===== src/tlb_regs_pkg.sv =====
package tlb_regs_pkg;

    // ==========================================================================
    // Register numbers and sizes.
    // ==========================================================================
    localparam logic [4:0] REG_ENTRY_SELECT    = 5'h00;
    localparam logic [4:0] REG_REPLACEMENT     = 5'h01;
    localparam logic [4:0] REG_EVEN_PAGE       = 5'h02;
    localparam logic [4:0] REG_ODD_PAGE        = 5'h03;
    localparam logic [4:0] REG_PAGE_TABLE      = 5'h04;
    localparam logic [4:0] REG_PAGE_SIZE       = 5'h05;
    localparam logic [4:0] REG_FIXED_BOUNDARY  = 5'h06;

    localparam int          IDX_W              = 6;
    localparam logic [5:0]  TLB_TOP            = 6'h3f;
    localparam logic [5:0]  FIXED_RESET        = 6'h00;

    // ==========================================================================
    // Field positions.
    // ==========================================================================
    localparam int PROBE_FAIL_POS   = 31;
    localparam int NO_EXEC_POS      = 61;
    localparam int FRAME_HI         = 33;
    localparam int FRAME_LO         = 6;
    localparam int UNCACHED_HI      = 63;
    localparam int UNCACHED_LO      = 62;
    localparam int WRITABLE_POS     = 2;
    localparam int VALID_POS        = 1;
    localparam int GLOBAL_POS       = 0;
    localparam int PAIR_HI          = 22;
    localparam int PAIR_LO          = 4;
    localparam int MASK_HI          = 24;
    localparam int MASK_LO          = 13;
    localparam int SYS_ADDR_DATA_BUS_UC_HI      = 59;
    localparam int SYS_ADDR_DATA_BUS_UC_LO      = 58;
    localparam int KSU_HI           = 4;
    localparam int KSU_LO           = 3;

    // Writable bits of each register; all others are reserved and read zero, except page table bits 22:4, which hold the faulting page pair.
    localparam logic [63:0] PAGE_WMASK   = 64'he000_0003_ffff_ffff;
    localparam logic [63:0] PTR_WMASK    = 64'hffff_ffff_ff80_0000;
    localparam logic [31:0] SIZE_WMASK   = 32'h01ff_e000;
    localparam logic [63:0] PAGE_RESET   = 64'h0;

    // ==========================================================================
    // Carriers.
    // ==========================================================================
    typedef struct packed {
        logic       valid;
        logic       write;
        logic       wide;
        logic [4:0] regno;
        logic [63:0] wdata;
    } cop_req_t;

    typedef struct packed {
        logic [1:0]  uncached;
        logic        no_exec;
        logic [27:0] frame;
        logic [2:0]  coherence;
        logic        writable;
        logic        valid;
    } page_half_t;

    typedef struct packed {
        page_half_t  even;
        page_half_t  odd;
        logic        global_bit;
        logic [11:0] size_mask;
    } tlb_lo_t;

    typedef struct packed {
        logic        hit;
        logic [5:0]  index;
        tlb_lo_t     entry;
    } probe_res_t;

    typedef enum logic [1:0] {
        ACC_LOAD,
        ACC_STORE,
        ACC_FETCH
    } access_t;

endpackage : tlb_regs_pkg


===== src/tlb_replace_ctr.sv =====
`timescale 1ns/1ps
`default_nettype none

module tlb_replace_ctr (
    input  wire logic       i_clk,
    input  wire logic       i_rst_n,
    input  wire logic       i_graduate,
    input  wire logic       i_reload,
    input  wire logic [5:0] i_floor,
    output logic      [5:0] o_value
);
    import tlb_regs_pkg::*;

    typedef struct packed {
        logic [5:0] value;
    } ctr_state_t;

    ctr_state_t state_q;
    ctr_state_t state_d;

    always_comb begin
        state_d = state_q;
        if (i_reload) begin
            state_d.value = TLB_TOP;
        end else if (i_graduate) begin
            // Wrapping at the floor keeps fixed entries out of reach.
            if (state_q.value <= i_floor) begin
                state_d.value = TLB_TOP;
            end else begin
                state_d.value = state_q.value - 6'h01;
            end
        end
    end

    always_ff @(posedge i_clk or negedge i_rst_n) begin
        if (!i_rst_n) begin
            state_q.value <= TLB_TOP;
        end else begin
            state_q <= state_d;
        end
    end

    assign o_value = state_q.value;

endmodule : tlb_replace_ctr

`default_nettype wire


===== src/tlb_attr_check.sv =====
`timescale 1ns/1ps
`default_nettype none

module tlb_attr_check (
    input  wire logic                    i_clk,
    input  wire logic                    i_rst_n,
    input  wire logic                    i_lookup,
    input  wire logic                    i_odd,
    input  wire tlb_regs_pkg::access_t   i_access,
    input  wire tlb_regs_pkg::probe_res_t i_match,
    output logic                         o_load_invalid_exc,
    output logic                         o_store_invalid_exc,
    output logic                         o_exec_denied,
    output logic                         o_write_denied,
    output logic                         o_miss,
    output logic [1:0]                   o_uncached
);
    import tlb_regs_pkg::*;

    typedef struct packed {
        logic       load_inv;
        logic       store_inv;
        logic       exec_den;
        logic       write_den;
        logic       miss;
        logic [1:0] uncached;
    } chk_state_t;

    chk_state_t state_q;
    chk_state_t state_d;
    page_half_t half;

    always_comb begin
        half    = i_odd ? i_match.entry.odd : i_match.entry.even;
        state_d = '0;
        state_d.uncached = state_q.uncached;
        if (i_lookup) begin
            if (!i_match.hit) begin
                state_d.miss = 1'b1;
            end else if (!half.valid) begin
                state_d.load_inv  = (i_access != ACC_STORE);
                state_d.store_inv = (i_access == ACC_STORE);
            end else begin
                state_d.exec_den  = (i_access == ACC_FETCH) && half.no_exec;
                state_d.write_den = (i_access == ACC_STORE) && !half.writable;
                state_d.uncached  = half.uncached;
            end
        end
    end

    always_ff @(posedge i_clk or negedge i_rst_n) begin
        if (!i_rst_n) begin
            state_q <= '0;
        end else begin
            state_q <= state_d;
        end
    end

    assign o_load_invalid_exc  = state_q.load_inv;
    assign o_store_invalid_exc = state_q.store_inv;
    assign o_exec_denied       = state_q.exec_den;
    assign o_write_denied      = state_q.write_den;
    assign o_miss              = state_q.miss;
    assign o_uncached          = state_q.uncached;

endmodule : tlb_attr_check

`default_nettype wire


===== src/tlb_management_regs.sv =====
// Overview of operation
// - Index register is 32 bits: six-bit entry field, probe fail flag on top.
// - Probe fail flag becomes 1 when the last probe found no match.
// - Index field picks the entry for indexed reads and indexed writes.
// - Reserved fields are written as zero by software and always read zero.
// - Replacement pointer is read-only, six bits, decrements each graduating cycle.
// - Replacement pointer stays between the fixed boundary and entry count minus one.
// - Random writes use the current replacement pointer as their target entry.
// - Reset loads the replacement pointer with the top entry.
// - Writing the fixed boundary register reloads the replacement pointer to top.
// - Even and odd page frame registers share one format, feed TLB reads, writes.
// - Page fields: no-execute 61, frame 33:6, coherence 5:3, writable 2, valid 1, global 0.
// - Uncached bits 63:62 go into the TLB and out on bus bits 59:58.
// - Only the low 32 bits are visible in 32-bit user and supervisor modes.
// - No-execute bit set makes the page non-executable.
// - Stores are permitted only when the writable bit is set.
// - Matching entry with valid clear raises load or store invalid exception.
// - One global bit per entry, set when both halves have bit 0 set.
// - Software writes page bits 33:31 only as all zeroes or all ones.
// - A miss stores virtual address bits 31:13 in the faulting page pair field.
// - Page size mask bits exclude address bits 24:13 from comparison.
// - Entries below the fixed boundary are never chosen for replacement.
// - Reset clears the fixed boundary register to zero.
// - Access is allowed in kernel mode or with coprocessor-0 usable, else exception.
`timescale 1ns/1ps
`default_nettype none

module tlb_management_regs (
    input  wire logic                     i_clk,
    input  wire logic                     i_rst_n,
    // Coprocessor move port.
    input  wire tlb_regs_pkg::cop_req_t   i_req,
    input  wire logic                     i_kernel_mode,
    input  wire logic                     i_cu0_usable,
    input  wire logic [1:0]               i_ksu,
    input  wire logic                     i_addr64_enable,
    output logic [63:0]                   o_rdata,
    output logic                          o_rvalid,
    output logic                          o_cop_unusable_exc,
    // Pipeline events.
    input  wire logic                     i_graduate,
    input  wire logic                     i_probe_done,
    input  wire tlb_regs_pkg::probe_res_t i_probe_res,
    input  wire logic                     i_read_done,
    input  wire tlb_regs_pkg::tlb_lo_t    i_read_entry,
    input  wire logic                     i_tlb_miss,
    input  wire logic [31:0]              i_miss_vaddr,
    // Translation check.
    input  wire logic                     i_lookup,
    input  wire logic                     i_lookup_odd,
    input  wire tlb_regs_pkg::access_t    i_access,
    input  wire tlb_regs_pkg::probe_res_t i_lookup_res,
    input  wire logic                     i_uncached_addr_cycle,
    // TLB array side.
    input  wire logic                     i_indexed_write_cmd,
    input  wire logic                     i_random_write_cmd,
    input  wire logic                     i_indexed_read_cmd,
    output logic                          o_tlb_write,
    output logic                          o_tlb_read,
    output logic [5:0]                    o_tlb_index,
    output tlb_regs_pkg::tlb_lo_t         o_tlb_wentry,
    output logic [11:0]                   o_compare_mask,
    output logic [1:0]                    o_sys_addr_data_uc,
    output logic                          o_load_invalid_exc,
    output logic                          o_store_invalid_exc,
    output logic                          o_exec_denied,
    output logic                          o_write_denied
);
    import tlb_regs_pkg::*;

    // ==========================================================================
    // State.
    // ==========================================================================
    typedef struct packed {
        logic        probe_fail;
        logic [5:0]  entry_index;
        logic [63:0] even_page;
        logic [63:0] odd_page;
        logic [40:0] table_base;
        logic [18:0] fault_pair;
        logic [11:0] size_mask;
        logic [5:0]  fixed_bound;
        logic [63:0] rdata;
        logic        rvalid;
        logic        unusable;
        logic        twrite;
        logic        tread;
        logic [5:0]  tindex;
        tlb_lo_t     wentry;
    } regs_state_t;

    regs_state_t state_q;
    regs_state_t state_d;

    logic        allowed;
    logic        narrow;
    logic        wr_en;
    logic        fixed_wr;
    logic [63:0] rd_word;
    logic [63:0] wval;
    logic [5:0]  repl_value;
    logic        check_miss;
    logic [1:0]  lookup_uc;

    // ==========================================================================
    // Access gating.
    // ==========================================================================
    assign allowed  = i_kernel_mode || i_cu0_usable;
    // 32-bit user or supervisor mode hides the upper halves.
    assign narrow   = !i_kernel_mode && !i_addr64_enable
                      && (i_ksu != 2'b00);
    assign wr_en    = i_req.valid && i_req.write && allowed;
    assign fixed_wr = wr_en && (i_req.regno == REG_FIXED_BOUNDARY);

    // Narrow writes sign-extend the low word, as the integer file does.
    assign wval = (narrow || !i_req.wide) ? {{32{i_req.wdata[31]}}, i_req.wdata[31:0]}
                                          : i_req.wdata;

    function automatic tlb_lo_t pack_entry(input logic [63:0] ev, input logic [63:0] od,
                                           input logic [11:0] msk);
        tlb_lo_t e;
        e.even           = {ev[UNCACHED_HI:NO_EXEC_POS], ev[FRAME_HI:VALID_POS]};
        e.odd            = {od[UNCACHED_HI:NO_EXEC_POS], od[FRAME_HI:VALID_POS]};
        e.global_bit     = ev[GLOBAL_POS] & od[GLOBAL_POS];
        e.size_mask      = msk;
        return e;
    endfunction : pack_entry

    function automatic logic [63:0] unpack_half(input page_half_t h, input logic g);
        return {h.uncached, h.no_exec, 27'h0, h.frame, h.coherence, h.writable, h.valid, g};
    endfunction : unpack_half

    // ==========================================================================
    // Read multiplexer.
    // ==========================================================================
    always_comb begin
        rd_word = '0;
        if (i_req.regno == REG_ENTRY_SELECT) begin
            rd_word[PROBE_FAIL_POS] = state_q.probe_fail;
            rd_word[5:0]            = state_q.entry_index;
            rd_word[63:32]          = {32{state_q.probe_fail}};
        end else if (i_req.regno == REG_REPLACEMENT) begin
            rd_word[5:0] = repl_value;
        end else if (i_req.regno == REG_EVEN_PAGE) begin
            rd_word = state_q.even_page;
        end else if (i_req.regno == REG_ODD_PAGE) begin
            rd_word = state_q.odd_page;
        end else if (i_req.regno == REG_PAGE_TABLE) begin
            rd_word = {state_q.table_base, state_q.fault_pair, 4'h0};
        end else if (i_req.regno == REG_PAGE_SIZE) begin
            rd_word[MASK_HI:MASK_LO] = state_q.size_mask;
        end else if (i_req.regno == REG_FIXED_BOUNDARY) begin
            rd_word[5:0] = state_q.fixed_bound;
        end
        if (narrow || !i_req.wide) begin
            rd_word[63:32] = {32{rd_word[31]}};
        end
    end

    // ==========================================================================
    // Register update.
    // ==========================================================================
    always_comb begin
        state_d          = state_q;
        state_d.rvalid   = i_req.valid && !i_req.write && allowed;
        state_d.unusable = i_req.valid && !allowed;
        state_d.twrite   = 1'b0;
        state_d.tread    = 1'b0;
        if (i_req.valid && !i_req.write && allowed) begin
            state_d.rdata = rd_word;
        end
        if (wr_en) begin
            if (i_req.regno == REG_ENTRY_SELECT) begin
                state_d.entry_index = wval[5:0];
            end else if (i_req.regno == REG_EVEN_PAGE) begin
                state_d.even_page = wval & PAGE_WMASK;
            end else if (i_req.regno == REG_ODD_PAGE) begin
                state_d.odd_page = wval & PAGE_WMASK;
            end else if (i_req.regno == REG_PAGE_TABLE) begin
                state_d.table_base = wval[63:23];
            end else if (i_req.regno == REG_PAGE_SIZE) begin
                state_d.size_mask = wval[MASK_HI:MASK_LO];
            end else if (i_req.regno == REG_FIXED_BOUNDARY) begin
                state_d.fixed_bound = wval[5:0];
            end
        end
        // Hardware events land after software writes so that they win.
        if (i_probe_done) begin
            state_d.probe_fail = !i_probe_res.hit;
            if (i_probe_res.hit) begin
                state_d.entry_index = i_probe_res.index;
            end
        end
        if (i_read_done) begin
            state_d.even_page = unpack_half(i_read_entry.even, i_read_entry.global_bit);
            state_d.odd_page  = unpack_half(i_read_entry.odd, i_read_entry.global_bit);
            state_d.size_mask = i_read_entry.size_mask;
        end
        if (i_tlb_miss) begin
            state_d.fault_pair = i_miss_vaddr[31:13];
        end
        if (i_indexed_write_cmd || i_random_write_cmd) begin
            state_d.twrite = 1'b1;
            state_d.wentry = pack_entry(state_q.even_page, state_q.odd_page,
                                        state_q.size_mask);
            // Random writes take the live pointer, which never sits below the boundary.
            state_d.tindex = i_random_write_cmd ? repl_value
                                                : state_q.entry_index;
        end else if (i_indexed_read_cmd) begin
            state_d.tread  = 1'b1;
            state_d.tindex = state_q.entry_index;
        end
    end

    always_ff @(posedge i_clk or negedge i_rst_n) begin
        if (!i_rst_n) begin
            state_q             <= '0;
            state_q.even_page   <= PAGE_RESET;
            state_q.odd_page    <= PAGE_RESET;
            state_q.fixed_bound <= FIXED_RESET;
        end else begin
            state_q <= state_d;
        end
    end

    // ==========================================================================
    // Submodules.
    // ==========================================================================
    tlb_replace_ctr u_replace (
        .i_clk      (i_clk),
        .i_rst_n    (i_rst_n),
        .i_graduate (i_graduate),
        .i_reload   (fixed_wr),
        .i_floor    (state_q.fixed_bound),
        .o_value    (repl_value)
    );

    tlb_attr_check u_check (
        .i_clk               (i_clk),
        .i_rst_n             (i_rst_n),
        .i_lookup            (i_lookup),
        .i_odd               (i_lookup_odd),
        .i_access            (i_access),
        .i_match             (i_lookup_res),
        .o_load_invalid_exc  (o_load_invalid_exc),
        .o_store_invalid_exc (o_store_invalid_exc),
        .o_exec_denied       (o_exec_denied),
        .o_write_denied      (o_write_denied),
        .o_miss              (check_miss),
        .o_uncached          (lookup_uc)
    );

    // ==========================================================================
    // Outputs.
    // ==========================================================================
    assign o_rdata            = state_q.rdata;
    assign o_rvalid           = state_q.rvalid;
    assign o_cop_unusable_exc = state_q.unusable;
    assign o_tlb_write        = state_q.twrite;
    assign o_tlb_read         = state_q.tread;
    assign o_tlb_index        = state_q.tindex;
    assign o_tlb_wentry       = state_q.wentry;
    // Mask of ones drops those address bits from the tag compare.
    assign o_compare_mask     = state_q.size_mask;
    // A lookup miss drives zeroes in place of stale uncached bits.
    assign o_sys_addr_data_uc = (i_uncached_addr_cycle && !check_miss) ? lookup_uc
                                                                       : 2'b00;

endmodule : tlb_management_regs

`default_nettype wire


===== config.mk =====
export PLATFORM = sky130hd
export DESIGN_NAME = tlb_management_regs
export DESIGN_NICKNAME = d
export VERILOG_FILES = /design/src/tlb_regs_pkg.sv /design/src/tlb_replace_ctr.sv /design/src/tlb_attr_check.sv /design/src/tlb_management_regs.sv
export SDC_FILE = /design/constraint.sdc
export NUM_CORES = 1
export LEC_CHECK = 0
export ABC_AREA = 1
export ABC_CLOCK_PERIOD_IN_PS = 3890
export BUFFER_PORTS_ARGS = -buffer_cell sky130_fd_sc_hd__clkbuf_2
export CAP_MARGIN = 25
export CORE_AREA = 4 4 221 223
export DETAILED_ROUTE_END_ITERATION = 10
export DIE_AREA = 0 0 225 227
export GPL_TIMING_DRIVEN = 0
export HOLD_SLACK_MARGIN = 0.1
export PLACE_DENSITY = 0.59
export SETUP_SLACK_MARGIN = 0.05
export SLEW_MARGIN = 5
export SYNTH_ARGS = -nofsm -noshare
export SYNTH_HDL_FRONTEND = slang
export SYNTH_HIERARCHICAL = 1
export SYNTH_SLANG_ARGS = --single-unit

===== constraint.sdc =====
create_clock -name i_clk -period 3.89 [get_ports i_clk]
set_clock_uncertainty 0.15 [all_clocks]
set_input_delay 0.1945 -clock i_clk [delete_from_list [all_inputs] [get_ports i_clk]]
set_output_delay 0.1945 -clock i_clk [all_outputs]
set_load 0.01 [all_outputs]

==> reports/results.ini <==
[setup_path]
cp_max_fo=10
crit_start=i_req[71]
worstReg2RegStart=u_replace/o_value[0]$_DFFE_PN1P_
crit_arrival_ns=3.64
path_class=in2reg
cp-end-kind=flop
start_kind=input pin
critPathRequiredTime_ns=4.20

[synthesis]
synth.yosys.warnings=6
yosys-top-cells-area=dfrtp_1 (49%), nand2_1 (17%), buf_4 (7.9%)
syn_inst=2080
synth_compound_area_share_pct=10.49
synth-xor-area-share_pct=0.1057
syn_area_um2=16570
yosysUniqueCellTypes=40
synthAdderAreaFrac_pct=0.5285
synth.mux.area_fraction_pct=0.6645
synthSimpleGateAreaFrac_pct=24.40
avgSynthCellArea_um2=7.967
synth_top_family_by_area=simple AND/OR/NAND/NOR gates
synth_seq_cells=331
ys_seq_area_share_pct=50.03
synth_top_area_cell=dfrtp_1
synth_fp_nets=2479
yosysTopAreaCellShare_pct=49.08

[sta]
setup_viol=0
tightest_slew_ns=1.091
maxSlewHeadroom_pct=27.28
timing.hold.ws_ns=0.09262
rsz0062_at_grt=false
finalCritPeriodShare_pct=85.63
maxSlewViolCount=0
period_minus_slack_ns=3.331
hold_viol=0
fmax_mhz=300.2

[finish]
fillers=4523
drive_above_1_share_pct=25.31
multi_input_area_um2=5996
final_common_cell=nand2_1
utilization_pct=50.92
syn_to_final_growth_pct=43.06
final_cell_mix=nand2_1 (731), clkbuf_2 (387), dfrtp_1 (325)
layout.area.seq_um2=8290
fin_nets=3214

[drt]
antenna_left=0
vias=17130
wl_um=74050
drc=0
routed_via_density=4.954
firstDrtPassIters=5
first_iter_violations=1615
wl_per_cell_um=21.42

[job]
max-cap-violations=0

[power]
power.density_nw_per_um2=431.0
seq_power_share_pct=41.1
comb_power_share_pct=21.5
p_sw_mw=3.033
p_leak_nw=12.23
p_sw_share_pct=29.69
p_int_mw=7.183
clkPwrFrac_pct=37.5
vdd_drop_max_mv=0.2388

[min_path]
hp-class=in2async

[grt]
grt_max_degree=103
antenna_found_initial=11
grt_overflow=0
grt_pass1_vias=17380
grt_usage_pct=28.51
grt_pass1_wl_um=109100

[status]
run_status=complete, no violations

[clocking]
clock_latency_ns=0.57
cts-root-buf=clkbuf_16
post_cts_buffers=0
htreeDepth=2
cts_resized=0
clockBufferDepth=3
numCtsBuffers=41
clk_pin_slew_ns=0.06
cts_sinks=331
cts_tree=built

[placed_design]
post-dp-hpwl_um=55710
port_buffers=388
place_congestion=0.8863

[floorplanning]
start_util_pct=35.59
dieArea_um2=51080
io_pins=569
die_h_um=227
rows=79
coreArea_um2=46560
die_w_um=225

==> kinds of logic (layout without fill, tap and decap cells) <==
family | Yosys count | after routing
simple gates | 994 | 994
mux | 10 | 10
buf+inv | 413 | 1174
xor+xnor | 2 | 2
compound gates | 323 | 323
fa+ha+maj | 7 | 7
other cells | 0 | 9
flops | 331 | 331
==> layer usage <==
| metal | routed length, µm | vias to the layer above | part of all wire, % | global-route usage, % |
|---|---|---|---|---|
| met2 | 32910 | 799 | 44 | 44.60 |
| met1 | 32670 | 8282 | 44 | 40.27 |
| met5 | 39 | - | 0.053 | 0 |
| met4 | 2039 | 6 | 2.8 | 8.261 |
| li1 | - | 7924 | - | - |
| met3 | 6388 | 114 | 8.6 | 6.125 |
==> worst paths after layout <==
check	slack, ns	end	cells after the start
max	0.56	state_q[265]$_DFFE_PN0P_	12
max in group asynchronous	2.18	u_replace/o_value[3]$_DFFE_PN1P_	4
min in group i_clk	0.12	o_rdata[62]$_DFFE_PN0P_	6
min reg2reg	0.33	o_tlb_wentry[55]$_DFFE_PN0N_	2
max reg2reg	2.13	u_replace/o_value[4]$_DFFE_PN1P_	8
min	0.09	o_rdata[25]$_DFFE_PN0P_	2
==> power groups by stage <==
stage	clock network, mW	logic, mW	registers [mW]
CTS	3.89	2.19	4.19
finish	3.83	2.19	4.20
floorplan	0	1.10	4.13
detailed placement	0	1.88	4.24
global route	4.02	2.41	4.24
global placement	0	1.85	4.24
==> sequential cells by signal, summed over array words and instances, names as in the netlist <==
register,flops
o_compare_mask,12
u_replace/o_value,6
o_tlb_write,1
o_cop_unusable_exc,1
o_tlb_index,6
u_check/o_uncached,2
o_tlb_read,1
u_check/o_store_invalid_exc,1
state_q,147
o_tlb_wentry,85
o_rdata,64
u_check/o_load_invalid_exc,1
o_rvalid,1
u_check/o_write_denied,1
u_check/o_exec_denied,1
u_check/o_miss,1
==> cell usage after synthesis <==
| master | count |
|---|---|
| clkbuf_1 | 53 |
| nand3b_1 | 2 |
| or2_2 | 1 |
| nor3b_1 | 2 |
| o21a_1 | 1 |
| nand4_1 | 13 |
| nand3_1 | 89 |
| o211ai_1 | 25 |
| nand3_2 | 2 |
| buf_4 | 174 |
| nor3_1 | 8 |
| o221ai_1 | 4 |
| nand2_1 | 731 |
| mux2i_1 | 2 |
| dfrtp_1 | 325 |
| ha_1 | 7 |
| nor3_2 | 1 |
| buf_6 | 5 |
| inv_4 | 1 |
| nor2_8 | 2 |
| inv_2 | 9 |
| nand2_4 | 2 |
| nor2_1 | 122 |
| nand2_2 | 7 |
| o21ai_2 | 1 |
| inv_1 | 133 |
| mux2_2 | 8 |
| a21oi_2 | 5 |
| dfstp_2 | 6 |
| clkinv_1 | 2 |
| nand3_4 | 1 |
| nor2_2 | 8 |
| buf_1 | 3 |
| xor2_1 | 2 |
| a21oi_1 | 88 |
| o21ai_1 | 2 |
| buf_2 | 33 |
| a31oi_1 | 15 |
| nor2_4 | 3 |
| o21ai_0 | 182 |
==> stage by stage <==
stage	power (mW)	instances	instance area, µm²	worst slack (ns)	TNS, ns
finish	10.22	3457	23710	0.5592	0
global route	10.66	3454	23700	0.4132	0
CTS	10.26	3448	23680	0.6243	0
detailed placement	6.124	3078	19360	1.259	0
global placement	6.090	3075	19270	-5.006	-1626.54
floorplan	5.233	2080	16570	2.244	0
==> timing repair <==
item | 4_1_cts | 5_1_grt
hold buffers | 301 | 0
hold endpoints to repair | 326 | 0
endpoints found under the setup margin | 0 | 0
==> critical path, cell delays in order <==
cell,delay [ns]
dlygate4sd3_1,0.53
clkbuf_2,0.11
nand2_1,0.05
dlygate4sd3_1,0.58
nor2_2,0.32
inv_2,0.22
nor2_8,0.24
nor2_8,0.10
a21oi_1,0.12
dlygate4sd3_1,0.56
a21oi_1,0.06
dlygate4sd3_1,0.55
==> layout make-up <==
cell class / count / share of cell area [%]
well taps: 607 / 3.204
multi-input cells: 1336 / 25.29
repair buffers: 692 / 21.29
clock buffers: 59 / 5.046
diodes: 9 / 0.09500
plain buffers: 268 / 7.331
clock inverters: 10 / 0.4697
flip-flops and latches: 331 / 34.97
inverters: 145 / 2.306
Note: power is estimated with default switching activity, not from simulation.
